--- config.mk ---
export PLATFORM = sky130hd
export DESIGN_NAME = isdt_top
export DESIGN_NICKNAME = d
export VERILOG_FILES = /design/src/isdt_pkg.sv /design/src/isdt_top.sv
export SDC_FILE = /design/constraint.sdc
export NUM_CORES = 1
export LEC_CHECK = 0
export BUFFER_PORTS_ARGS = -buffer_cell sky130_fd_sc_hd__buf_2
export CAP_MARGIN = 15
export CORE_MARGIN = 4
export CORE_UTILIZATION = 35
export DETAILED_ROUTE_END_ITERATION = 16
export GPL_ROUTABILITY_DRIVEN = 0
export PLACE_DENSITY = 0.65
export RECOVER_POWER = 50
export SETUP_SLACK_MARGIN = 0.3
export SLEW_MARGIN = 20
export SYNTH_ARGS = -nofsm -noshare
export SYNTH_HDL_FRONTEND = slang
export SYNTH_SLANG_ARGS = --single-unit
--- constraint.sdc ---
create_clock -name clk -period 7.8 [get_ports clk]
set_clock_uncertainty 0.2 [all_clocks]
set_input_delay 1.17 -clock clk [delete_from_list [all_inputs] [get_ports clk]]
set_output_delay 1.17 -clock clk [all_outputs]
set_load 0.01 [all_outputs]
--- src/isdt_pkg.sv ---
// constants and carrier types for the interrupt split descriptor tracker
// assumes an AHB-Lite register bus and a link engine on the same clock
//
// Functional notes
// - store IN byte per armed, frame-matched microframe
// - each IN byte slot overwritten, no history
// - complete mask: software sets, hardware clears
// - complete splits for IN only, any bits
// - start mask 01, complete 04: SS0, CS2
// - 3-bit result per microframe, 7 highest
// - result bit 0 marks transaction error
// - result bit 1 marks babble, IN only
// - start mask set/cleared; IN limited to 0-3
// - summary babble from all result bit 1
// - summary error from all result bit 0
// - halt flag on any halted result
`default_nettype none

package isdt_pkg;
  // ----------------------------------------------------------------
  // register map (byte addresses)
  // ----------------------------------------------------------------
  localparam logic [7:0] ADDR_MASKS = 8'h00;
  localparam logic [7:0] ADDR_CONFIG = 8'h04;
  localparam logic [7:0] ADDR_RESULT = 8'h08;
  localparam logic [7:0] ADDR_IN_LO = 8'h0C;
  localparam logic [7:0] ADDR_IN_HI = 8'h10;
  localparam logic [7:0] ADDR_IRQ_STAT = 8'h14;
  localparam logic [7:0] ADDR_IRQ_CLR = 8'h18;
  localparam logic [7:0] ADDR_IRQ_EN = 8'h1C;
  // ----------------------------------------------------------------
  // field positions and reset values
  // ----------------------------------------------------------------
  localparam int CS_LSB = 8;
  localparam int CFG_OUT_BIT = 0;
  localparam int CFG_FRAME_LSB = 1;
  localparam int SUM_HALT_BIT = 24;
  localparam int SUM_BABBLE_BIT = 25;
  localparam int SUM_ERR_BIT = 26;
  localparam int RES_ERR = 0;
  localparam int RES_BABBLE = 1;
  localparam int RES_HALT = 2;
  localparam int IRQ_SPLIT = 0;
  localparam int IRQ_FAULT = 1;
  localparam int IN_UFRAMES = 4;
  localparam logic [7:0] MASK_RESET = 8'h00;
  localparam logic [1:0] IRQ_RESET = 2'h0;
  // ----------------------------------------------------------------
  // carriers
  // ----------------------------------------------------------------
  typedef struct packed {
    logic sof;
    logic [2:0] uframe;
    logic [4:0] frameNum;
    logic rxValid;
    logic [7:0] rxByte;
    logic resValid;
    logic [2:0] resCode;
  } isdt_link_in_s;

  typedef struct packed {
    logic startSplit;
    logic completeSplit;
    logic [2:0] uframe;
  } isdt_issue_s;
endpackage : isdt_pkg

`default_nettype wire

--- src/isdt_top.sv ---
// interrupt split descriptor tracker: masks, IN byte slots, results
// assumes a single AHB-Lite master and link events synchronous to clk
`default_nettype none

module isdt_top
  import isdt_pkg::*;
(
  input wire logic clk,
  input wire logic reset_n,
  input wire logic hsel,
  input wire logic [31:0] haddr,
  input wire logic [1:0] htrans,
  input wire logic hwrite,
  input wire logic [2:0] hsize,
  input wire logic [31:0] hwdata,
  input wire logic hready,
  output logic [31:0] hrdata,
  output logic hreadyout,
  output logic hresp,
  input wire isdt_link_in_s linkIn,
  output isdt_issue_s issue,
  output logic haltFlag,
  output logic babbleFlag,
  output logic errorFlag,
  output logic irq
);
  // ----------------------------------------------------------------
  // bus slave
  // ----------------------------------------------------------------
  logic wrPend_q;
  logic [7:0] wrAddr_q;
  logic [31:0] rdData_q;
  logic [7:0] ssMask_q, csMask_q, armed_q;
  logic cfgOut_q;
  logic [4:0] cfgFrame_q;
  logic [23:0] result_q;
  logic [63:0] inSlot_q;
  logic [2:0] curUf_q;
  logic [1:0] irqStat_q, irqEn_q;
  isdt_issue_s issue_q;

  function automatic logic [7:0] ufBit(input logic [2:0] uf);
    ufBit = 8'h01 << uf;
  endfunction : ufBit

  wire addrPhase = hsel && hready && htrans[1];
  wire rdReq = addrPhase && !hwrite;
  wire wrReq = addrPhase && hwrite;
  wire wrMasks = wrPend_q && wrAddr_q == ADDR_MASKS;
  wire wrConfig = wrPend_q && wrAddr_q == ADDR_CONFIG;
  wire wrIrqClr = wrPend_q && wrAddr_q == ADDR_IRQ_CLR;
  wire wrIrqEn = wrPend_q && wrAddr_q == ADDR_IRQ_EN;
  // software may only raise mask bits; zeros written leave bits alone
  wire [7:0] ssSet = wrMasks ? hwdata[7:0] : 8'h00;
  wire [7:0] csSet = wrMasks ? hwdata[CS_LSB +: 8] : 8'h00;

  // ----------------------------------------------------------------
  // microframe scheduling
  // ----------------------------------------------------------------
  wire frameMatch = linkIn.frameNum == cfgFrame_q;
  wire [7:0] ufOne = ufBit(linkIn.uframe);
  wire ufInOk = linkIn.uframe < 3'(IN_UFRAMES);
  wire ssHit = linkIn.sof && |(ssMask_q & ufOne) && frameMatch
    && (cfgOut_q || ufInOk);
  wire csHit = linkIn.sof && |(csMask_q & ufOne) && !cfgOut_q;
  wire [7:0] ssClr = ssHit ? ufOne : 8'h00;
  wire [7:0] csClr = csHit ? ufOne : 8'h00;
  // set wins over the clear in the same cycle
  wire [7:0] ssMask_d = (ssMask_q & ~ssClr) | ssSet;
  wire [7:0] csMask_d = (csMask_q & ~csClr) | csSet;
  // byte capture keeps its own arming copy: the start mask bit is gone
  // by the time the split returns data
  wire [7:0] armed_d = wrMasks ? hwdata[7:0] : armed_q;
  wire rxStore = linkIn.rxValid && armed_q[curUf_q] && frameMatch;

  // ----------------------------------------------------------------
  // result fields and summaries
  // ----------------------------------------------------------------
  wire [2:0] resCode = cfgOut_q ? (linkIn.resCode & ~3'(1 << RES_BABBLE))
    : linkIn.resCode;
  logic [7:0] errBits, babBits, haltBits;
  always_comb
  begin
    for (int i = 0; i < 8; i++)
    begin
      errBits[i] = result_q[3 * i + RES_ERR];
      babBits[i] = result_q[3 * i + RES_BABBLE];
      haltBits[i] = result_q[3 * i + RES_HALT];
    end
  end
  assign babbleFlag = |babBits;
  assign errorFlag = |errBits;
  assign haltFlag = |haltBits;

  wire [1:0] irqEvt = {linkIn.resValid && |resCode, ssHit || csHit};
  wire [1:0] irqClr = wrIrqClr ? hwdata[1:0] : 2'h0;
  wire [1:0] irqStat_d = (irqStat_q & ~irqClr) | irqEvt;
  assign irq = |(irqStat_q & irqEn_q);

  // ----------------------------------------------------------------
  // read mux; reserved bits read zero
  // ----------------------------------------------------------------
  wire [7:0] rdAddr = haddr[7:0];
  wire [31:0] rdMux =
    rdAddr == ADDR_MASKS ? {16'h0000, csMask_q, ssMask_q} :
    rdAddr == ADDR_CONFIG ? {26'h0, cfgFrame_q, cfgOut_q} :
    rdAddr == ADDR_RESULT ? {5'h00, errorFlag, babbleFlag, haltFlag, result_q} :
    rdAddr == ADDR_IN_LO ? inSlot_q[31:0] :
    rdAddr == ADDR_IN_HI ? inSlot_q[63:32] :
    rdAddr == ADDR_IRQ_STAT ? {30'h0, irqStat_q} :
    rdAddr == ADDR_IRQ_EN ? {30'h0, irqEn_q} : 32'h0000_0000;

  assign hrdata = rdData_q;
  assign hreadyout = 1'b1;
  assign hresp = 1'b0;
  assign issue = issue_q;

  // ----------------------------------------------------------------
  // state
  // ----------------------------------------------------------------
  always_ff @(posedge clk or negedge reset_n)
  begin
    if (!reset_n)
    begin
      wrPend_q <= 1'b0;
      wrAddr_q <= 8'h00;
      rdData_q <= 32'h0000_0000;
    end
    else
    begin
      wrPend_q <= wrReq;
      wrAddr_q <= haddr[7:0];
      if (rdReq)
        rdData_q <= rdMux;
    end
  end

  always_ff @(posedge clk or negedge reset_n)
  begin
    if (!reset_n)
    begin
      ssMask_q <= MASK_RESET;
      csMask_q <= MASK_RESET;
      armed_q <= MASK_RESET;
      cfgOut_q <= 1'b0;
      cfgFrame_q <= 5'h00;
      irqStat_q <= IRQ_RESET;
      irqEn_q <= IRQ_RESET;
    end
    else
    begin
      ssMask_q <= ssMask_d;
      csMask_q <= csMask_d;
      armed_q <= armed_d;
      irqStat_q <= irqStat_d;
      if (wrConfig)
      begin
        cfgOut_q <= hwdata[CFG_OUT_BIT];
        cfgFrame_q <= hwdata[CFG_FRAME_LSB +: 5];
      end
      if (wrIrqEn)
        irqEn_q <= hwdata[1:0];
    end
  end

  always_ff @(posedge clk or negedge reset_n)
  begin
    if (!reset_n)
    begin
      curUf_q <= 3'h0;
      issue_q <= '0;
      inSlot_q <= 64'h0;
      result_q <= 24'h000000;
    end
    else
    begin
      if (linkIn.sof)
        curUf_q <= linkIn.uframe;
      issue_q <= '{startSplit: ssHit, completeSplit: csHit, uframe: linkIn.uframe};
      if (rxStore)
        inSlot_q[8 * curUf_q +: 8] <= linkIn.rxByte;
      if (linkIn.resValid)
        result_q[3 * curUf_q +: 3] <= resCode;
    end
  end

  // ----------------------------------------------------------------
  // checks
  // ----------------------------------------------------------------
  a_start_issue: assert property (@(posedge clk) disable iff (!reset_n)
    linkIn.sof && ssMask_q[linkIn.uframe] && frameMatch && (cfgOut_q || ufInOk)
    |=> issue.startSplit && issue.uframe == $past(linkIn.uframe))
    else $error("start split not issued");

  a_in_high_block: assert property (@(posedge clk) disable iff (!reset_n)
    issue.startSplit && issue.uframe >= 3'(IN_UFRAMES) |-> $past(cfgOut_q))
    else $error("IN start split beyond microframe 3");

  a_in_refuse: assert property (@(posedge clk) disable iff (!reset_n)
    linkIn.sof && !cfgOut_q && !ufInOk |=> !issue.startSplit)
    else $error("IN start split in a late microframe");

  a_ss_frame: assert property (@(posedge clk) disable iff (!reset_n)
    linkIn.sof && !frameMatch |=> !issue.startSplit)
    else $error("start split on wrong frame");

  // mask bits only fall on a processed microframe; software writes always land
  a_ss_clear: assert property (@(posedge clk) disable iff (!reset_n)
    ssHit && !ssSet[linkIn.uframe] |=> !ssMask_q[$past(linkIn.uframe)])
    else $error("start mask bit not cleared");

  a_ss_hold: assert property (@(posedge clk) disable iff (!reset_n)
    !ssHit |=> (ssMask_q & $past(ssMask_q)) == $past(ssMask_q))
    else $error("start mask bit lost without split");

  a_ss_set_wins: assert property (@(posedge clk) disable iff (!reset_n)
    wrMasks |=> (ssMask_q & $past(hwdata[7:0])) == $past(hwdata[7:0]))
    else $error("start mask write lost");

  a_cs_clear: assert property (@(posedge clk) disable iff (!reset_n)
    csHit && !csSet[linkIn.uframe]
    |=> !csMask_q[$past(linkIn.uframe)] && issue.completeSplit)
    else $error("complete mask bit not cleared");

  a_cs_hold: assert property (@(posedge clk) disable iff (!reset_n)
    !csHit |=> (csMask_q & $past(csMask_q)) == $past(csMask_q))
    else $error("complete mask bit lost without split");

  a_cs_set_wins: assert property (@(posedge clk) disable iff (!reset_n)
    wrMasks |=> (csMask_q & $past(hwdata[CS_LSB +: 8])) == $past(hwdata[CS_LSB +: 8]))
    else $error("complete mask write lost");

  a_cs_refuse: assert property (@(posedge clk) disable iff (!reset_n)
    linkIn.sof && !csMask_q[linkIn.uframe] |=> !issue.completeSplit)
    else $error("complete split without mask bit");

  a_cs_in_only: assert property (@(posedge clk) disable iff (!reset_n)
    issue.completeSplit |-> !$past(cfgOut_q))
    else $error("complete split on OUT transfer");

  a_example_seq: assert property (@(posedge clk) disable iff (!reset_n)
    ssMask_q == 8'h01 && csMask_q == 8'h04 && !cfgOut_q && frameMatch
    && linkIn.sof && linkIn.uframe == 3'h0
    |=> issue.startSplit && !issue.completeSplit)
    else $error("example start split mismatch");

  a_example_cs: assert property (@(posedge clk) disable iff (!reset_n)
    ssMask_q == 8'h00 && csMask_q == 8'h04 && !cfgOut_q
    && linkIn.sof && linkIn.uframe == 3'h2
    |=> !issue.startSplit && issue.completeSplit)
    else $error("example complete split mismatch");

  a_byte_store: assert property (@(posedge clk) disable iff (!reset_n)
    rxStore |=> inSlot_q[8 * $past(curUf_q) +: 8] == $past(linkIn.rxByte))
    else $error("IN byte not stored");

  a_byte_hold: assert property (@(posedge clk) disable iff (!reset_n)
    !rxStore |=> $stable(inSlot_q))
    else $error("IN slot changed without armed byte");

  a_byte_frame: assert property (@(posedge clk) disable iff (!reset_n)
    linkIn.rxValid && !frameMatch |=> $stable(inSlot_q))
    else $error("IN byte stored on wrong frame");

  a_result_field: assert property (@(posedge clk) disable iff (!reset_n)
    linkIn.resValid |=> result_q[3 * $past(curUf_q) +: 3] == $past(resCode))
    else $error("result field not written");

  a_result_hold: assert property (@(posedge clk) disable iff (!reset_n)
    !linkIn.resValid |=> $stable(result_q))
    else $error("result changed without link result");

  a_err_flag: assert property (@(posedge clk) disable iff (!reset_n)
    linkIn.resValid && linkIn.resCode[RES_ERR] |=> errorFlag)
    else $error("error summary missed");

  a_babble_out: assert property (@(posedge clk) disable iff (!reset_n)
    linkIn.resValid && cfgOut_q |=> !result_q[3 * $past(curUf_q) + RES_BABBLE])
    else $error("babble recorded on OUT");

  a_babble_flag: assert property (@(posedge clk) disable iff (!reset_n)
    linkIn.resValid && !cfgOut_q && linkIn.resCode[RES_BABBLE] |=> babbleFlag)
    else $error("babble summary missed");

  a_err_clear: assert property (@(posedge clk) disable iff (!reset_n)
    result_q == 24'h0 |-> !errorFlag && !babbleFlag)
    else $error("summary set with clean results");

  a_halt_flag: assert property (@(posedge clk) disable iff (!reset_n)
    linkIn.resValid && linkIn.resCode[RES_HALT] |=> haltFlag)
    else $error("halt flag missed");

  a_rsvd_read: assert property (@(posedge clk) disable iff (!reset_n)
    rdReq && haddr[7:0] == ADDR_RESULT |=> hrdata[31:27] == 5'h00)
    else $error("reserved result bits read nonzero");

  a_irq_level: assert property (@(posedge clk) disable iff (!reset_n)
    irqEvt[IRQ_FAULT] && irqEn_q[IRQ_FAULT] && !wrIrqEn |=> irq)
    else $error("interrupt not raised");

  // interrupt status: an event in the clearing cycle survives the clear
  a_irq_set_wins: assert property (@(posedge clk) disable iff (!reset_n)
    irqEvt[IRQ_SPLIT] |=> irqStat_q[IRQ_SPLIT])
    else $error("split event lost");

  a_irq_clear: assert property (@(posedge clk) disable iff (!reset_n)
    wrIrqClr && hwdata[IRQ_FAULT] && !irqEvt[IRQ_FAULT] |=> !irqStat_q[IRQ_FAULT])
    else $error("fault status not cleared");
endmodule : isdt_top

`default_nettype wire

### Word-level counts from Yosys, hierarchy flattened

Cells that the tools add are included.

* add/sub/neg operators: 2
* shift-type cells: 5
* eq/ne operators: 10
* $lt $le $gt $ge: 2
* muxes and demuxes: 17
* reductions and logical operators: 29
* bitwise gates (word level): 12
* $mul: 1

Operator list (count)
* 2-to-1 mux 32 bit: 5
* bitwise mux 64 bit: 1
* variable shift 8 x 34 -> 64 bit (first input constant): 1
* indexed part select 8 x 34 -> 64 bit: 1
* equality test 8 x 5 -> 1 bit (second input constant): 5
* OR reduction 8 bit: 5
* negation 5 -> 34 bit: 1
* negation 6 -> 34 bit: 1
* variable shift 3 x 34 -> 24 bit (first input constant): 1
* indexed part select 3 x 34 -> 24 bit: 1
* bitwise AND 8 bit: 4
* 2-to-1 mux 8 bit: 4
* bitwise mux 24 bit: 1
* equality test 8 x 3 -> 1 bit (second input constant): 2
* equality test 8 x 4 -> 1 bit (second input constant): 2
* logical AND 1 bit: 16
* logical NOT 8 bit: 2
* inverter 8 bit: 2
* OR 8 bit: 2
* 2-to-1 mux 2 bit: 4
* left shift 1 x 3 -> 8 bit (first input constant): 1
* equality test 5 bit: 1
* multiplier 2 x 3 -> 5 bit (first input constant): 1
* bitwise AND 2 bit: 2
* other kinds (10): 12

* register bits after elaboration: 171
* output and inout bits: 43
* input port bits: 96
* logic and storage cells: 94

### Logic depth before layout (Yosys ltp)

* word-level depth: 10
* mapped depth: 10
* gate-level depth less buffers: 7

### Worst setup path after synthesis

No wires, ideal clock.

* path type: register -> register
* start point: register curUf_q[0]
* end point: register inSlot_q[22]
* slack: 4.766 ns
* path buffers: 3
* clock period less this slack: 3.034 ns
* cell stages (with the launch flop): 11
* arrival time: 2.709 ns
* data required time: 7.475 ns
* cells stage by stage: dfrtp_1 -> buf_4 -> buf_4 -> clkbuf_1 -> inv_1 -> ha_1 -> ha_1 -> nor2b_1 -> o2111ai_1 -> nor4_4 -> mux2_4

* cells in the longest elaborated chain, start to end: 4
* elaborated cells on any way between the ends: 8
* classes of those cells: add/sub (1); shift (2); mux (3); reduce/logical (2)

Ends and longest elaborated chain
* from (decl): RTL line isdt_top.sv:38 `logic [2:0] curUf_q;`
* from (signal assigned): RTL line isdt_top.sv:178 `curUf_q <= linkIn.uframe;`
* parallel branches: the longest is 4 deep, another holds negation 6 -> 34 bit
* to (signal, indexed assignment): RTL line isdt_top.sv:181 `inSlot_q[8 * curUf_q +: 8] <= linkIn.rxByte;`
* to (decl): RTL line isdt_top.sv:37 `logic [63:0] inSlot_q;`

Parallel ways; which one is timed is not known. The select of a mux whose other input is x is not followed.
A chain may end at the register's enable or synchronous reset.

### Worst setup path in the final report

* start point: register curUf_q[0]
* end point: register inSlot_q[56]

Same word-level chain as after synthesis.

==> run metrics <==
startpoint types flop; P_sw 0.6121 mW; DRT Pass-1 Iters 7; synth top area cells dfrtp_1 (50%), mux2_2 (11%), nand2_1 (3.6%); vias in the first global route 6515; total clock buffers created by CTS 17; DRC Markers 0; Final setup violation count 0; post-DP HPWL 17290 um; worst slew pin tran 1.867 ns; core area 23750 um^2; Horiz. Die Dim 164.3 um; crit-path cells clkbuf_1 -> inv_1 -> ha_1 -> and2b_1 -> o211ai_1 -> nor4_4 -> mux2_2; CTS Sinks 171; critical path capture point type flop; largest family of logic cells by synthesized area simple AND/OR/NAND/NOR gates; vias per cell 5.605; worst setup path class reg2reg; Chip Height 164.3 um; min setup slack post-route 3.759 ns; clock latency on the worst-skew pair 0.43 ns; Hold Vio Cnt, Final 0; status finished, violations left; switching power share of the total 28.50%; Synth top area share 50.06%; critical path data required time 7.92 ns; fraction of layout instances using a drive strength above 1 22.34%; nets@finish 943; Synth async-reset ratio 100.0%; top cell family by delay on the critical path simple AND/OR/NAND/NOR gates; setup slack on the worst flop-to-flop path 3.76 ns; wire per inst 21.05 um; worst min-delay path startpoint hrdata[20]; Syn Inst Count 770; hold depth 2; unrepaired setup endpoints after global routing no; static leakage 4.235 nW; Synth cell types 60; max_slew headroom -24.46%; cts repair resizes 0; slowest stage cell, crit path clkbuf_1; post-synth top area cell dfrtp_1; clk slew on worst S/H paths 0.07 ns; Yosys warning count 0; fmax 247.5 MHz; Port Buf Inserts 92; Flop pwr share 46.8%; Adder-Cell Fraction of Synth Area 0.5855%; clock network fraction of total power 39.8%; proportion of synthesized area in mux cells 13.76%; worst vdd ir 0.0001117 V; Starting DRT DRC Count 665; CP peak stage delay 0.89 ns; Mapped Nets 870; Routed WL 24720 um; GR Layer Usage met2 27.90%; Tcrit/Tclk final 51.81%; final hold slack 0.2935 ns; routed vias 6580; EDFF count, synth 0; Hold WC Path Type reg2reg; Max Buffers Root-to-Sink 2; Area after DPL 9293 um^2; final instance area 9808 um^2; post-synthesis average cell area 11.10 um^2; Power Density 219.0 nW/um^2; first-pass GRT wire length 38580 um; met3 usage 3.890%; htree depth 4; Primary FF master, synth dfrtp_1; Gate power share 13.4%; Max FO, Critical Path 26; Clock Root Buffer clkbuf_16; register bit total from synthesis 171; failing checks capacitance limit, slew limit; met1 Use GR 27.52%; Setup TNS Final 0 ns; Hold Buf Count CTS 0; Setup Buffers After CTS 0; Slew Viols, Final 35; die area 26990 um^2; worst hold path endpoint hrdata[20]; Layout Utilization 41.29%; Synth Area in Simple Gates 16.13%; Post-Syn Area 8548 um^2; initial antenna violation count 0; Syn-to-layout area delta 14.74%; FF-to-FF Start curUf_q[0]; post-synthesis sequential area ratio 50.06%; Setup WS pre-CTS 4.153 ns; worst r2r dst inSlot_q[56]; Synth Area in XOR/XNOR 1.127%; cell internal pwr 1.536 mW; grt peak-use layer met2; global route overflow 0; Buf+Inv Stages, Crit Path 2; Routed Antenna Nets 0; Ports 139; R2R cell count 7; CTS tree yes; min cycle time layout 4.041 ns; largest net degree at the start of global routing 103; # diodes 0; # rows 56; Arr. time, crit path 4.16 ns; Tot GR Track Use 18.73%; Synth Area in Compound Gates 14.84%; max_cap viols 1; Starting Density 35.99%
[sequential cells by signal (all words and copies together) (netlist names), 5 cells and up]
signal / cells
cfgFrame_q: 5
csMask_q: 8
ssMask_q: 8
wrAddr_q: 8
hrdata: 32
result_q: 24
inSlot_q: 64
issue: 5
armed_q: 8
[stage by stage]
stage	total power, mW	instances
final	2.148	1174
after global routing	2.241	1174
after CTS	2.163	1174
after detailed placement	1.311	1143
after global placement	1.305	1143
after floorplan	1.176	770
[Yosys cell counts (all sizes together) (15+ instances only)]
library cell	count
dfrtp	171
mux2	86
nand2	83
o21ai	39
clkbuf	34
a22o	33
nor2	26
inv	23
nand3	22
nand4	21
and2	20
mux2i	20
o211ai	19
nor4	16
and3	15
[power groups by stage]
stage          logic, mW  clock network [mW]  registers [mW]
2_1_floorplan      0.170                   0            1.01
3_3_place_gp       0.288                   0            1.02
3_5_place_dp       0.292                   0            1.02
4_1_cts            0.294               0.867            1.00
5_1_grt            0.317               0.912            1.01
6_report           0.287               0.856            1.00
[worst reg2reg max path, delay by kind of cell (launching register included)]
| family | cells | cell delay [ns] |
|---|---|---|
| and+or+nand+nor | 2 | 1.19 |
| AOI/OAI and AO/OA | 1 | 0.17 |
| DFF | 1 | 0.32 |
| buffers and inverters | 2 | 1.05 |
| adders and majority gates | 1 | 0.58 |
| muxes | 1 | 0.43 |
[cells in the final DEF (no fill, tap or decap), drive strengths merged, types with 15 or more instances in the layout]
cell type | netlist | routed
mux2i | 20 | 20
o21ai | 39 | 39
nand4 | 21 | 21
mux2 | 86 | 86
buf | 13 | 52
clkbuf | 34 | 67
and3 | 15 | 15
and2 | 20 | 20
nand3 | 22 | 22
o211ai | 19 | 19
a22o | 33 | 33
nor4 | 16 | 16
nand2 | 83 | 83
dfrtp | 171 | 171
inv | 23 | 26
nor2 | 26 | 26
[metal layers]
metal,share of wire [%],wire length [um],vias to the layer above
li1,-,-,2992
met1,47,11500,3308
met2,45,11060,251
met3,6.9,1714,29
met4,1.8,442,0
met5,0,0,-
[worst max path at each step]
stage	start	to	slack [ns]	cells past startpoint
finish	curUf_q[0]	inSlot_q[56]	3.76	7
global route	curUf_q[0]	inSlot_q[56]	3.52	7
CTS	curUf_q[0]	inSlot_q[56]	4.50	7
detailed placement	haddr[2]	hrdata[12]	4.15	5
global placement	haddr[2]	hrdata[12]	4.17	5
floorplan	curUf_q[0]	inSlot_q[22]	4.77	10
[cell families (layout without fill, tap and decap cells)]
kind of cell               count (synthesis)  count (layout)
buffers and inverters                     70             155
AOI/OAI and AO/OA                        171             171
xor gates and xnor gates                   5               5
DFF                                      171             171
and+or+nand+nor                          241             241
other                                      2               2
adders and majority gates                  4               4
muxes                                    106             106
[cell type report]
type,instances,area [um^2]
Clock inverter,13,142.6
Multi-Input combinational cell,529,3994
Sequential cell,171,4279
Clock buffer,18,439.2
Inverter,23,86.33
Tap cell,319,399.1
Timing Repair Buffer,101,467.9
Fill cell,2320,13940
Note: power is estimated with default switching activity, not from simulation.
